### src/logic/uss_regs.vh
// Constants for the suspend-state control block.
`ifndef USS_REGS_VH
`define USS_REGS_VH
`define USS_NPINS 16
`define USS_SUSP_RST 1'b1
`define USS_CFG_RST 1'b0
`define USS_ST_RESET 3'h1
`define USS_ST_SUSP 3'h2
`define USS_ST_AWAKE 3'h4
`define USS_SUSP_N_RST 1'b0
`define USS_DRV_RST 1'b0
`define USS_LO 1'b0
`define USS_HI 1'b1
`endif

### src/logic/uss_suspend_ctrl.v
// Suspend-state control with complementary suspend indicators and suspend pin levels.
`timescale 1ns/1ns
`default_nettype none
`include "uss_regs.vh"
// How it works
// Bus suspend signaling enters the suspend state.
// Suspend entry asserts both suspend indicators.
// After reset, indicators stay asserted until configured.
// Resume, bus reset or device reset exit suspend.
// Leaving suspend by resume or bus reset deasserts both suspend indicators.
// Indicators undriven while device reset is held.
// Suspended pins take configured level and mode.
// Function controller carries data and commands.
// One indicator active high, one active low.
// Both indicators come from one flag.

module uss_suspend_ctrl #(
  parameter NPINS = `USS_NPINS
) (
  input wire clk_sys,
  input wire nrst,

  // Bus conditions seen by the function controller.
  input wire bus_suspend_det,
  input wire bus_resume_det,
  input wire dev_resume_gen,
  input wire bus_reset_det,
  input wire configured,

  // Suspend pin setup from nonvolatile storage, static while running.
  input wire [NPINS-1:0] cfg_susp_sel,
  input wire [NPINS-1:0] cfg_susp_level,
  input wire [NPINS-1:0] cfg_susp_pushpull,

  // Functional pin drive from the serial and general-purpose logic.
  input wire [NPINS-1:0] func_pin_out,
  input wire [NPINS-1:0] func_pin_oe,

  // Suspend indicators with their enables, and the registered pins.
  output wire suspend_out,
  output wire suspend_oe,
  output wire suspend_n_out,
  output wire suspend_n_oe,
  output wire suspended,
  output reg [NPINS-1:0] pin_out_ff,
  output reg [NPINS-1:0] pin_oe_ff
);

  // One-hot state codes.
  localparam [2:0] ST_RESET = `USS_ST_RESET;
  localparam [2:0] ST_SUSP = `USS_ST_SUSP;
  localparam [2:0] ST_AWAKE = `USS_ST_AWAKE;

  // Decoded bus conditions.
  wire wake_bus;
  wire wake_dev;
  wire wake_reset;
  wire susp_req;
  wire cfg_done;

  // State, indicator and drive registers with their next values.
  reg [2:0] state_ff;
  reg [2:0] nxt_state;
  reg susp_ff;
  reg nxt_susp;
  reg susp_n_ff;
  reg nxt_susp_n;
  reg drive_ff;
  reg nxt_drive;
  reg pin_hold;

  // Per-pin suspend setting and next drive values.
  wire [NPINS-1:0] susp_sel_act;
  wire [NPINS-1:0] susp_pin_out;
  wire [NPINS-1:0] susp_pin_oe;
  wire [NPINS-1:0] nxt_pin_out;
  wire [NPINS-1:0] nxt_pin_oe;

  genvar gi;

  assign wake_bus = bus_resume_det;
  assign wake_dev = dev_resume_gen;
  assign wake_reset = bus_reset_det;
  // A bus reset in the same cycle wins over suspend signaling.
  assign susp_req = bus_suspend_det & ~bus_reset_det;
  assign cfg_done = configured;

  // State walk: reset hold until configured, then awake and suspended in turn.
  always @* begin
    nxt_state = state_ff;
    case (state_ff)
      ST_RESET: begin
        if (cfg_done) begin
          nxt_state = ST_AWAKE;
        end
      end
      ST_SUSP: begin
        if (wake_bus) begin
          nxt_state = ST_AWAKE;
        end else if (wake_dev) begin
          nxt_state = ST_AWAKE;
        end else if (wake_reset) begin
          nxt_state = ST_AWAKE;
        end
      end
      ST_AWAKE: begin
        if (susp_req) begin
          nxt_state = ST_SUSP;
        end
      end
      default: begin
        nxt_state = ST_RESET;
      end
    endcase
  end

  // Indicator and pin decode of the state being entered.
  always @* begin
    nxt_susp = `USS_SUSP_RST;
    pin_hold = `USS_LO;
    case (nxt_state)
      ST_RESET: begin
        nxt_susp = `USS_HI;
        pin_hold = `USS_LO;
      end
      ST_SUSP: begin
        nxt_susp = `USS_HI;
        pin_hold = `USS_HI;
      end
      ST_AWAKE: begin
        nxt_susp = `USS_LO;
        pin_hold = `USS_LO;
      end
      default: begin
        nxt_susp = `USS_SUSP_RST;
        pin_hold = `USS_LO;
      end
    endcase
    nxt_susp_n = ~nxt_susp;
    nxt_drive = `USS_HI;
  end

  // A device reset always returns to the reset hold.
  always @(posedge clk_sys or negedge nrst) begin
    if (!nrst) begin
      state_ff <= ST_RESET;
    end else begin
      state_ff <= nxt_state;
    end
  end

  // Both indicators come from one decoded flag, so they never agree.
  always @(posedge clk_sys or negedge nrst) begin
    if (!nrst) begin
      susp_ff <= `USS_SUSP_RST;
    end else begin
      susp_ff <= nxt_susp;
    end
  end

  always @(posedge clk_sys or negedge nrst) begin
    if (!nrst) begin
      susp_n_ff <= `USS_SUSP_N_RST;
    end else begin
      susp_n_ff <= nxt_susp_n;
    end
  end

  // The drive enable rises at the first edge after reset is released.
  always @(posedge clk_sys or negedge nrst) begin
    if (!nrst) begin
      drive_ff <= `USS_DRV_RST;
    end else begin
      drive_ff <= nxt_drive;
    end
  end

  assign suspended = susp_ff;
  assign suspend_out = susp_ff;
  assign suspend_n_out = susp_n_ff;
  // Reset also drops the enables at once, without waiting for a clock edge.
  assign suspend_oe = drive_ff & nrst;
  assign suspend_n_oe = drive_ff & nrst;

  // Per-pin choice between functional drive and the suspend setting.
  generate
    for (gi = 0; gi < NPINS; gi = gi + 1) begin : g_pin
      assign susp_sel_act[gi] = pin_hold & cfg_susp_sel[gi];
      assign susp_pin_out[gi] = cfg_susp_level[gi];
      // Open-drain high releases the pin so the pull-up sets the level.
      assign susp_pin_oe[gi] = cfg_susp_pushpull[gi] | ~cfg_susp_level[gi];
      assign nxt_pin_out[gi] = susp_sel_act[gi] ?
        susp_pin_out[gi] :
        func_pin_out[gi];
      assign nxt_pin_oe[gi] = susp_sel_act[gi] ?
        susp_pin_oe[gi] :
        func_pin_oe[gi];
    end
  endgenerate

  // Pin levels are registered so they change in step with the indicators.
  always @(posedge clk_sys or negedge nrst) begin
    if (!nrst) begin
      pin_out_ff <= {NPINS{`USS_CFG_RST}};
    end else begin
      pin_out_ff <= nxt_pin_out;
    end
  end

  // Pin enables follow the same choice as the pin levels.
  always @(posedge clk_sys or negedge nrst) begin
    if (!nrst) begin
      pin_oe_ff <= {NPINS{`USS_CFG_RST}};
    end else begin
      pin_oe_ff <= nxt_pin_oe;
    end
  end
endmodule // uss_suspend_ctrl
`default_nettype wire

### config.mk
export PLATFORM = sky130hd
export DESIGN_NAME = uss_suspend_ctrl
export DESIGN_NICKNAME = d
export VERILOG_FILES = /design/src/logic/uss_suspend_ctrl.v
export VERILOG_INCLUDE_DIRS = /design/src /design/src/logic
export SDC_FILE = /design/constraint.sdc
export NUM_CORES = 1
export LEC_CHECK = 0
export ABC_CLOCK_PERIOD_IN_PS = 2250
export BUFFER_PORTS_ARGS = -buffer_cell sky130_fd_sc_hd__buf_2
export CAP_MARGIN = 10
export CORE_MARGIN = 5
export CORE_UTILIZATION = 44
export DETAILED_ROUTE_END_ITERATION = 10
export GPL_TIMING_DRIVEN = 0
export HOLD_SLACK_MARGIN = 0.15
export PLACE_DENSITY = 0.81
export SYNTH_ARGS = -nofsm -noshare
export SYNTH_HDL_FRONTEND = slang
export SYNTH_SLANG_ARGS = --single-unit
### constraint.sdc
create_clock -name clk_sys -period 2.25 [get_ports clk_sys]
set_input_delay 0.3375 -clock clk_sys [delete_from_list [all_inputs] [get_ports clk_sys]]
set_output_delay 0.3375 -clock clk_sys [all_outputs]
set_load 0.01 [all_outputs]
==> results of run 1 <==
[final timing paths]
| check | depth (start not counted) | startpoint | to | slack (ns) |
|---|---|---|---|---|
| worst max-delay path | 5 | state_ff[0]$_DFF_PN1_ | pin_oe_ff[6]$_DFF_PN0_ | 0.30 |
| max in group asynchronous | 1 | nrst | pin_oe_ff[12]$_DFF_PN0_ | 1.58 |
| worst min register to register | 3 | state_ff[0]$_DFF_PN1_ | state_ff[0]$_DFF_PN1_ | 0.74 |
| worst min-delay path | 1 | nrst | pin_oe_ff[10]$_DFF_PN0_ | 0.14 |
| min in group clk_sys | 2 | func_pin_out[11] | pin_out_ff[11]$_DFF_PN0_ | 0.27 |
| worst max register to register | 5 | state_ff[0]$_DFF_PN1_ | pin_oe_ff[6]$_DFF_PN0_ | 0.30 |
[cells by family after synthesis]
group / Yosys count / share of synthesized area (%)
flops: 38 / 44.90
mux: 32 / 17.32
buf+inv: 13 / 4.066
simple gates: 57 / 17.86
compound gates: 22 / 15.67
other cells: 1 / 0.1766
[power by group through the flow]
stage	sequential (W)	combinational, W	clock, W
CTS	0.000801	0.000626	0.000586
floorplan	0.000847	0.000368	0
global route	0.000811	0.000676	0.000615
detailed placement	0.000815	0.000623	0
global placement	0.000813	0.000610	0
finish	0.000801	0.000621	0.000576
[per-stage QoR]
stage               util [%]  power (W)  area (sq um)
finish                 62.03   0.001998          2910
global route           62.03   0.002103          2910
CTS                    62.03   0.002014          2910
detailed placement     59.71   0.001438          2801
global placement       59.71   0.001423          2801
floorplan                  -   0.001215          2123
[state kept, by name (all words and copies together), names as in the netlist]
name and cells:
drive_ff 1, pin_oe_ff 16, pin_out_ff 16, state_ff 3
suspend_n_out 1, suspend_out 1
[per-layer routing]
layer  share of wire, %  up-vias  GRT usage, %  wire length (um)
met5                  0        -             0                 0
met4                2.3        0         7.388               117
met3                9.1        9         4.966               472
met2                 50       74         29.22              2591
met1                 39      809         19.27              2005
li1                   -      848             -                 -
[final cells by class]
| class | count | area [sq um] |
|---|---|---|
| Fill cell | 399 | 1782 |
| Multi-Input combinational cell | 112 | 1084 |
| Sequential cell | 38 | 953.4 |
| Timing Repair Buffer | 122 | 610.6 |
| Buffer | 13 | 86.33 |
| Clock buffer | 5 | 68.82 |
| Tap cell | 54 | 67.56 |
| Clock inverter | 3 | 40.04 |
[Yosys cell counts]
cell type / instances / share of area [%]
dfrtp_1: 36 / 42
nand2b_1: 34 / 10
mux2_2: 30 / 16
nand3b_1: 16 / 5.7
o32ai_1: 9 / 3.7
o32ai_4: 8 / 10
clkbuf_1: 6 / 1.1
buf_4: 3 / 1.1
buf_2: 2 / 0.47
dfstp_2: 2 / 2.5
mux2_4: 2 / 1.4
nor2b_1: 2 / 0.59
o22ai_1: 2 / 0.59
a21oi_1: 1 / 0.24
and2_1: 1 / 0.29
and3b_1: 1 / 0.41
buf_12: 1 / 0.94
buf_6: 1 / 0.53
conb_1: 1 / 0.18
nor2_1: 1 / 0.18
o21a_1: 1 / 0.35
o22a_1: 1 / 0.41
or3_1: 1 / 0.29
or3b_2: 1 / 0.41
[worst max-delay path, cell delays in order, from the launching register on]
cell,delay [ns]
dfstp_2,0.38
nand2b_1,0.13
clkbuf_1,0.20
buf_4,0.27
o32ai_1,0.48
mux2_2,0.39
==> flow_metrics.py, run 1 <==
metrics = {
    "clock_tree": {
        "numCtsBuffers": 5,
        "cts_htree_levels": 2,
        "cts_setup_buffers": 0,
        "cts_root_buf": "clkbuf_8",
        "cts_tree": "built",
        "post_cts_hold_buffer_count": 0,
        "clk_pin_slew_ns": 0.08,
        "worstSkewPairLatency_ns": 0.29,
        "cts.repair.resized": 0,
        "cts_max_path_buffers": 2,
        "clock-sinks": 38,
    },
    "sta": {
        "slew_violations": 0,
        "setup_slack_ns": 0.2961,
        "holdWs_ns": 0.1448,
        "fin_crit_sh_pct": 86.84,
        "rsz0062_at_grt": "false",
        "finalHoldViolCount": 0,
        "tightest_slew_ns": 0.8336,
        "setup_viol": 0,
        "finClkSkew_ns": 0.008274,
        "maxSlewHeadroom_pct": 44.43,
        "fmax_mhz": 511.8,
        "period_needed_ns": 1.954,
        "fin_setup_tns_ns": 0,
    },
    "routing": {
        "drtPass1Iterations": 4,
        "wl_per_cell_um": 14.95,
        "viasPerCell": 5.014,
        "wl_um": 5187,
        "via_count": 1740,
        "drc": 0,
        "drtIter0Drc": 87,
        "route.antenna.remaining_nets": 0,
    },
    "placed_design": {
        "io_buffers": 122,
        "dp_cells": 339,
        "gp_congestion": 0.7506,
        "dp_slack_ns": 0.1579,
        "dpl.hpwl_um": 4054,
    },
    "floorplanning": {
        "pin_count": 124,
        "die_area_sq_um": 6315,
        "rows": 25,
        "die_w_um": 79.47,
        "core_area_sq_um": 4692,
        "start_util_pct": 45.25,
        "die_h_um": 79.47,
    },
    "logic_synthesis": {
        "synth_cells": 163,
        "ys_types": 24,
        "ys_ff_latch": 38,
        "avgSynthCellArea_sq_um": 13.03,
        "ys_seq_area_share_pct": 44.90,
        "yosys_warnings": 0,
        "syn_nets": 250,
        "netlist_area_sq_um": 2123,
    },
    "min_path": {
        "min_path_type": "input pin to asynchronous set/reset pin",
    },
    "layout": {
        "diodes": 0,
        "final_cell_mix": "buf_2 (124), dfrtp_1 (36), nand2b_1 (34), mux2_2 (30), nand3b_1 (16)",
        "area_growth_pct": 37.07,
        "drive_above_1_share_pct": 61.43,
        "fin_nets": 379,
        "stdcell_count": 347,
        "layout_commonest_cell": "buf_2",
    },
    "power": {
        "vdd_ir_drop_max_v": 0.0003369,
        "seqPwrFrac_pct": 40.1,
        "power.switching_w": 0.0005957,
        "switching_share_pct": 29.82,
        "clkPwrFrac_pct": 28.8,
        "p_int_w": 0.001402,
        "power_density_nw_per_um2": 686.5,
        "combPwrFrac_pct": 31.1,
        "p_leak_nw": 1.295,
    },
    "critical_path": {
        "cp.required_ns": 2.43,
        "critical_path_class": "register to register",
        "worstPathMaxFanout": 10,
        "end_kind": "register",
        "crit_path_start_kind": "register",
        "cp.arrival_ns": 2.13,
    },
    "flow_run": {
        "drv_cap": 0,
    },
    "grt": {
        "track_usage_pct": 16.92,
        "grt_max_degree": 40,
        "grt_pass1_vias": 1829,
        "grt_pass1_wl_um": 8300,
        "overflow": 0,
        "antenna_found_initial": 0,
    },
    "status": {
        "status": "finished clean",
    },
}
No activity file was read; power rests on OpenSTA's default activity.
==> inputs of run 2 (changes only) <==
- MAX_ROUTING_LAYER: unset -> met4
- REMOVE_ABC_BUFFERS: unset -> 1
==> run 2 against run 1 <==
  * Die area stayed put
  * Cell area down 3.1%
  * Combinational power is 12% lower
  * Sequential share of layout area is 1.1 points higher
  * Hold slack improved by 0.013 ns
  * Critical endpoint is now pin_oe_ff[9]$_DFF_PN0_
  * Largest cell class unchanged
  * Largest power group unchanged
  * Highest routed layer unchanged
==> flow_metrics.py, run 2 (synthesis results as in run 1) <==
metrics = {
    "routing": {
        "route.antenna.remaining_nets": 0,
        "drtPass1Iterations": 4,
        "drtIter0Drc": 50,
        "viasPerCell": 5.113,
        "drc": 0,
        "wl_um": 5097,
        "wl_per_cell_um": 15.21,
        "via_count": 1713,
    },
    "power": {
        "p_total_w": 0.001879,
        "p_leak_nw": 1.248,
        "power_density_nw_per_um2": 666.6,
        "vdd_ir_drop_max_v": 0.0003456,
    },
    "grt": {
        "track_usage_pct": 17.18,
        "overflow": 0,
        "grt_pass1_vias": 1813,
        "grt_pass1_wl_um": 8259,
        "antenna_found_initial": 0,
        "grt_max_degree": 40,
    },
    "critical_path": {
        "cp.required_ns": 2.42,
        "crit_path_start_kind": "input pin",
        "worstPathMaxFanout": 19,
        "end_kind": "register",
        "critical_path_class": "input pin to register",
        "cp.arrival_ns": 2.23,
    },
    "floorplanning": {
        "die_area_sq_um": 6315,
        "die_h_um": 79.47,
        "start_util_pct": 45.25,
        "rows": 25,
        "die_w_um": 79.47,
        "core_area_sq_um": 4692,
        "pin_count": 124,
    },
    "layout": {
        "area_growth_pct": 32.76,
        "final_cell_mix": "buf_2 (123), dfrtp_1 (35), nand2b_1 (33), mux2_2 (30), nand3b_1 (16)",
        "diodes": 0,
        "fin_area_sq_um": 2819,
        "drive_above_1_share_pct": 62.63,
        "stdcell_count": 335,
        "fin_nets": 367,
        "layout_commonest_cell": "buf_2",
        "top_regs": "pin_oe_ff: 16 flops, pin_out_ff: 16 flops, state_ff: 3 flops",
    },
    "sta": {
        "finalHoldViolCount": 0,
        "period_needed_ns": 2.059,
        "setup_slack_ns": 0.1906,
        "fin_setup_tns_ns": 0,
        "finClkSkew_ns": 0.004684,
        "tightest_slew_ns": 0.8598,
        "fmax_mhz": 485.6,
        "setup_viol": 0,
        "fin_crit_sh_pct": 91.53,
        "maxSlewHeadroom_pct": 42.68,
        "slew_violations": 0,
        "rsz0062_at_grt": "false",
    },
    "status": {
        "status": "finished clean",
    },
    "clock_tree": {
        "worstSkewPairLatency_ns": 0.29,
        "clock-sinks": 38,
        "cts_root_buf": "clkbuf_8",
        "cts_htree_levels": 2,
        "cts_tree": "built",
        "clk_pin_slew_ns": 0.07,
        "numCtsBuffers": 5,
        "cts_max_path_buffers": 2,
    },
    "placed_design": {
        "gp_congestion": 0.7365,
        "dp_cells": 327,
        "dpl.hpwl_um": 3753,
        "dp_slack_ns": -0.2537,
        "place_area_sq_um": 2720,
        "io_buffers": 123,
    },
    "flow_run": {
        "drv_cap": 0,
    },
    "min_path": {
        "min_path_type": "input pin to asynchronous set/reset pin",
    },
}
[run 2: cell count changes in the layout (fill, tap and decap cells not counted), sizes merged]
cell / change
clkinv: -1
bufinv: -1
buf: -6
clkbuf: -4
[run 2: routing by layer]
layer,share of wire (%),up-vias,global-route usage [%]
li1,-,821,-
met1,38,805,19.24
met2,52,82,29.97
met3,9.0,5,5.079
met4,0.98,0,4.296
met5,0,-,-
[run 2: worst max-delay path, cell delays in order]
cell     delay (ns)
buf_2          0.20
or3_2          0.80
o32ai_1        0.49
mux2_2         0.39
[run 2: path summary, 6_finish.rpt]
path                                  startpoint                       end  slack (ns)  depth (start not counted)
max reg2reg                state_ff[2]$_DFF_PN0_    pin_oe_ff[9]$_DFF_PN0_        0.29                          3
min reg2reg                state_ff[2]$_DFF_PN0_     state_ff[2]$_DFF_PN0_        0.72                          1
min                                         nrst   pin_out_ff[1]$_DFF_PN0_        0.16                          1
max in group asynchronous                   nrst     state_ff[2]$_DFF_PN0_        1.50                          1
min in group clk_sys            func_pin_out[12]  pin_out_ff[12]$_DFF_PN0_        0.28                          2
max                                bus_reset_det    pin_oe_ff[9]$_DFF_PN0_        0.19                          4
[run 2: metrics by stage]
stage | util (%) | hold WS, ns
floorplan | - | 0.04191
global placement | 57.97 | 0.4925
detailed placement | 57.97 | 0.5041
CTS | 60.00 | 0.1895
global route | 60.08 | 0.2304
finish | 60.08 | 0.1576
[run 2: timing repair]
item,4_1_cts,5_1_grt
resized for setup,2,2
hold buffers,0,0
setup endpoints to repair,32,16
gates cloned,0,0
setup buffers,0,0
[run 2: where the power goes]
part / internal (W) / total (W) / switching [W]
logic: 0.000280 / 0.000545 / 0.000266
registers: 0.000773 / 0.000846 / 0.0000724
clock network: 0.000247 / 0.000488 / 0.000241
total: 0.00130 / 0.00188 / 0.000579
[run 2: cell type report]
type | count | area [sq um]
Clock inverter | 1 | 5.005
Timing Repair Buffer | 123 | 615.6
Multi-Input combinational cell | 112 | 1090
Clock buffer | 7 | 86.33
Sequential cell | 38 | 954.7
Tap cell | 54 | 67.56
Fill cell | 393 | 1873
==> inputs of run 3 (changes only) <==
--- a/config.mk
+++ b/config.mk
@@ -7,14 +7,16 @@
 export NUM_CORES = 1
 export LEC_CHECK = 0
+export ABC_AREA = 1
 export ABC_CLOCK_PERIOD_IN_PS = 2250
 export BUFFER_PORTS_ARGS = -buffer_cell sky130_fd_sc_hd__buf_2
 export CAP_MARGIN = 10
 export CORE_MARGIN = 5
-export CORE_UTILIZATION = 44
+export CORE_UTILIZATION = 40
+export CTS_CLUSTER_SIZE = 20
 export DETAILED_ROUTE_END_ITERATION = 10
 export GPL_TIMING_DRIVEN = 0
 export HOLD_SLACK_MARGIN = 0.15
 export MAX_ROUTING_LAYER = met4
-export PLACE_DENSITY = 0.81
+export PLACE_DENSITY = 0.79
 export REMOVE_ABC_BUFFERS = 1
 export SYNTH_ARGS = -nofsm -noshare
==> constraint.sdc (replaced) <==
create_clock -name clk_sys -period 2.25 [get_ports clk_sys]
set_input_delay 0.3375 -clock clk_sys [delete_from_list [all_inputs] [get_ports clk_sys]]
set_output_delay 0.3375 -clock clk_sys [all_outputs]
set_load 0.05 [all_outputs]
==> run 3 against run 2 <==
  * Global-route usage fell by 1.2 points
  * Sequential share of layout area up 5.4 points
  * Largest cell class is now flip-flops and latches
  * Sequential power is 2.6% lower
==> flow_metrics.py, run 3 <==
metrics = {
    "status": {
        "status": "finished clean",
    },
    "routing": {
        "drtPass1Iterations": 5,
        "drtIter0Drc": 49,
        "wl_um": 4153,
        "via_count": 1740,
        "drc": 0,
        "wl_per_cell_um": 10.65,
        "viasPerCell": 4.462,
        "route.antenna.remaining_nets": 0,
    },
    "sta": {
        "finalHoldViolCount": 0,
        "fin_setup_tns_ns": 0,
        "setup_viol": 0,
        "period_needed_ns": 1.756,
        "rsz0062_at_grt": "false",
        "maxSlewHeadroom_pct": 45.31,
        "holdWs_ns": 0.1454,
        "slew_violations": 0,
        "fin_crit_sh_pct": 78.03,
        "tightest_slew_ns": 0.8204,
        "finClkSkew_ns": 0.002265,
        "fmax_mhz": 569.6,
        "setup_slack_ns": 0.4943,
    },
    "logic_synthesis": {
        "yosys_warnings": 0,
        "ys_ff_latch": 38,
        "synth_top_area_share_pct": 52.17,
        "ys.flop_type": "dfrtp_1",
        "synth_edf_count": 0,
        "netlist_area_sq_um": 1727,
        "ys_types": 16,
        "yosys-top-cells-count": "nand2_1 (103), dfrtp_1 (36), nand3_1 (32)",
        "ys_seq_area_share_pct": 55.22,
        "synth_cells": 216,
        "async_reset_ff_share_pct": 100.0,
        "yosysMostFrequentCell": "nand2_1",
        "synthTopCellsByArea": "dfrtp_1 (52%), nand2_1 (22%), nand3_1 (9.3%)",
        "yosysTopAreaCell": "dfrtp_1",
        "avgSynthCellArea_sq_um": 7.994,
    },
    "power": {
        "vdd_ir_drop_max_v": 0.0003274,
        "p_total_w": 0.001936,
        "p_leak_nw": 1.451,
        "power_density_nw_per_um2": 798.0,
    },
    "critical_path": {
        "crit_path_start_kind": "input pin",
        "critical_path_class": "input pin to output port",
        "end_kind": "output port",
        "slowest_delay_ns": 0.62,
        "cp.arrival_ns": 1.42,
        "cp.required_ns": 1.91,
        "cp_common_cell": "buf_2",
        "worst_path_max_delay_cell": "buf_2",
        "crit_family": "buffers and inverters",
        "crit_chain": "buf_2 > nand2_1 > inv_1 > buf_2",
        "critPathBufInv": 3,
        "worstPathMaxFanout": 39,
    },
    "layout": {
        "final_cell_mix": "buf_2 (123), nand2_1 (103), dfrtp_1 (36), nand3_1 (32), inv_1 (22)",
        "area_growth_pct": 40.51,
        "top_regs": "pin_oe_ff: 16 flops, pin_out_ff: 16 flops, state_ff: 3 flops",
        "fin_nets": 426,
        "drive_above_1_share_pct": 40.00,
        "layout_commonest_cell": "buf_2",
        "diodes": 0,
    },
    "min_path": {
        "min_path_type": "input pin to asynchronous set/reset pin",
    },
    "clock_tree": {
        "clock-sinks": 38,
        "clk_pin_slew_ns": 0.07,
        "numCtsBuffers": 5,
        "cts.repair.resized": 0,
        "cts_tree": "built",
        "cts_htree_levels": 2,
        "cts_setup_buffers": 0,
        "worstSkewPairLatency_ns": 0.28,
        "post_cts_hold_buffer_count": 0,
        "cts_max_path_buffers": 2,
        "cts_root_buf": "clkbuf_8",
    },
    "floorplanning": {
        "start_util_pct": 42.25,
        "die_area_sq_um": 5730,
        "die_h_um": 75.70,
        "pin_count": 124,
        "rows": 23,
        "core_area_sq_um": 4086,
        "die_w_um": 75.70,
    },
    "placed_design": {
        "dpl.hpwl_um": 3437,
        "dp_slack_ns": 0.4214,
        "gp_congestion": 0.8077,
        "io_buffers": 123,
    },
    "grt": {
        "overflow": 0,
        "grt_max_degree": 52,
        "grt_pass1_wl_um": 6644,
        "track_usage_pct": 15.95,
        "antenna_found_initial": 0,
        "grt_pass1_vias": 1651,
    },
    "flow_run": {
        "drv_cap": 0,
    },
}
-- run 3: final timing paths --
check	cells past startpoint	slack, ns	endpoint	start
worst max-delay path	4	0.49	suspend_oe	nrst
worst min-delay path	1	0.15	pin_oe_ff[14]$_DFF_PN0_	nrst
worst max register to register	6	0.72	pin_out_ff[13]$_DFF_PN0_	state_ff[1]$_DFF_PN0_
worst min register to register	3	0.62	suspend_out$_DFF_PN1_	state_ff[0]$_DFF_PN1_
max in group asynchronous	1	1.59	pin_oe_ff[9]$_DFF_PN0_	nrst
min in group clk_sys	3	0.24	pin_out_ff[14]$_DFF_PN0_	func_pin_out[14]
-- run 3: kinds of logic after synthesis --
group | count (synthesis) | share of synthesized area, %
buffers and inverters | 29 | 8.840
flip-flops | 38 | 55.22
other | 1 | 0.2172
AND/OR/NAND/NOR | 148 | 35.72
-- run 3: layout make-up --
class	count	area [sq um]
inverters	22	82.58
clock buffers	7	86.33
clock inverters	1	5.005
multi-input cells	149	620.6
flip-flops and latches	38	953.4
fillers	395	1660
repair buffers	123	615.6
well taps	50	62.56
-- run 3: stage by stage --
step | instance area, sq um | std cells | utilization, %
6_report | 2426 | 390 | 59.37
3_3_place_gp | 2335 | 382 | 57.13
4_1_cts | 2426 | 390 | 59.37
3_5_place_dp | 2335 | 382 | 57.13
5_1_grt | 2426 | 390 | 59.37
2_1_floorplan | 1657 | 209 | -
-- run 3: metal layers --
layer  vias up  share of wire (%)  global-route usage [%]
met3         4                 12                   5.013
met5         -                  0                       -
met2        87                 50                   27.80
met4         0                1.1                   5.243
met1       744                 37                   17.16
li1        905                  -                       -
-- run 3: where the power goes --
group	internal [W]	switching (W)
Sequential	0.000786	0.0000383
Combinational	0.000170	0.000478
Clock	0.000247	0.000217
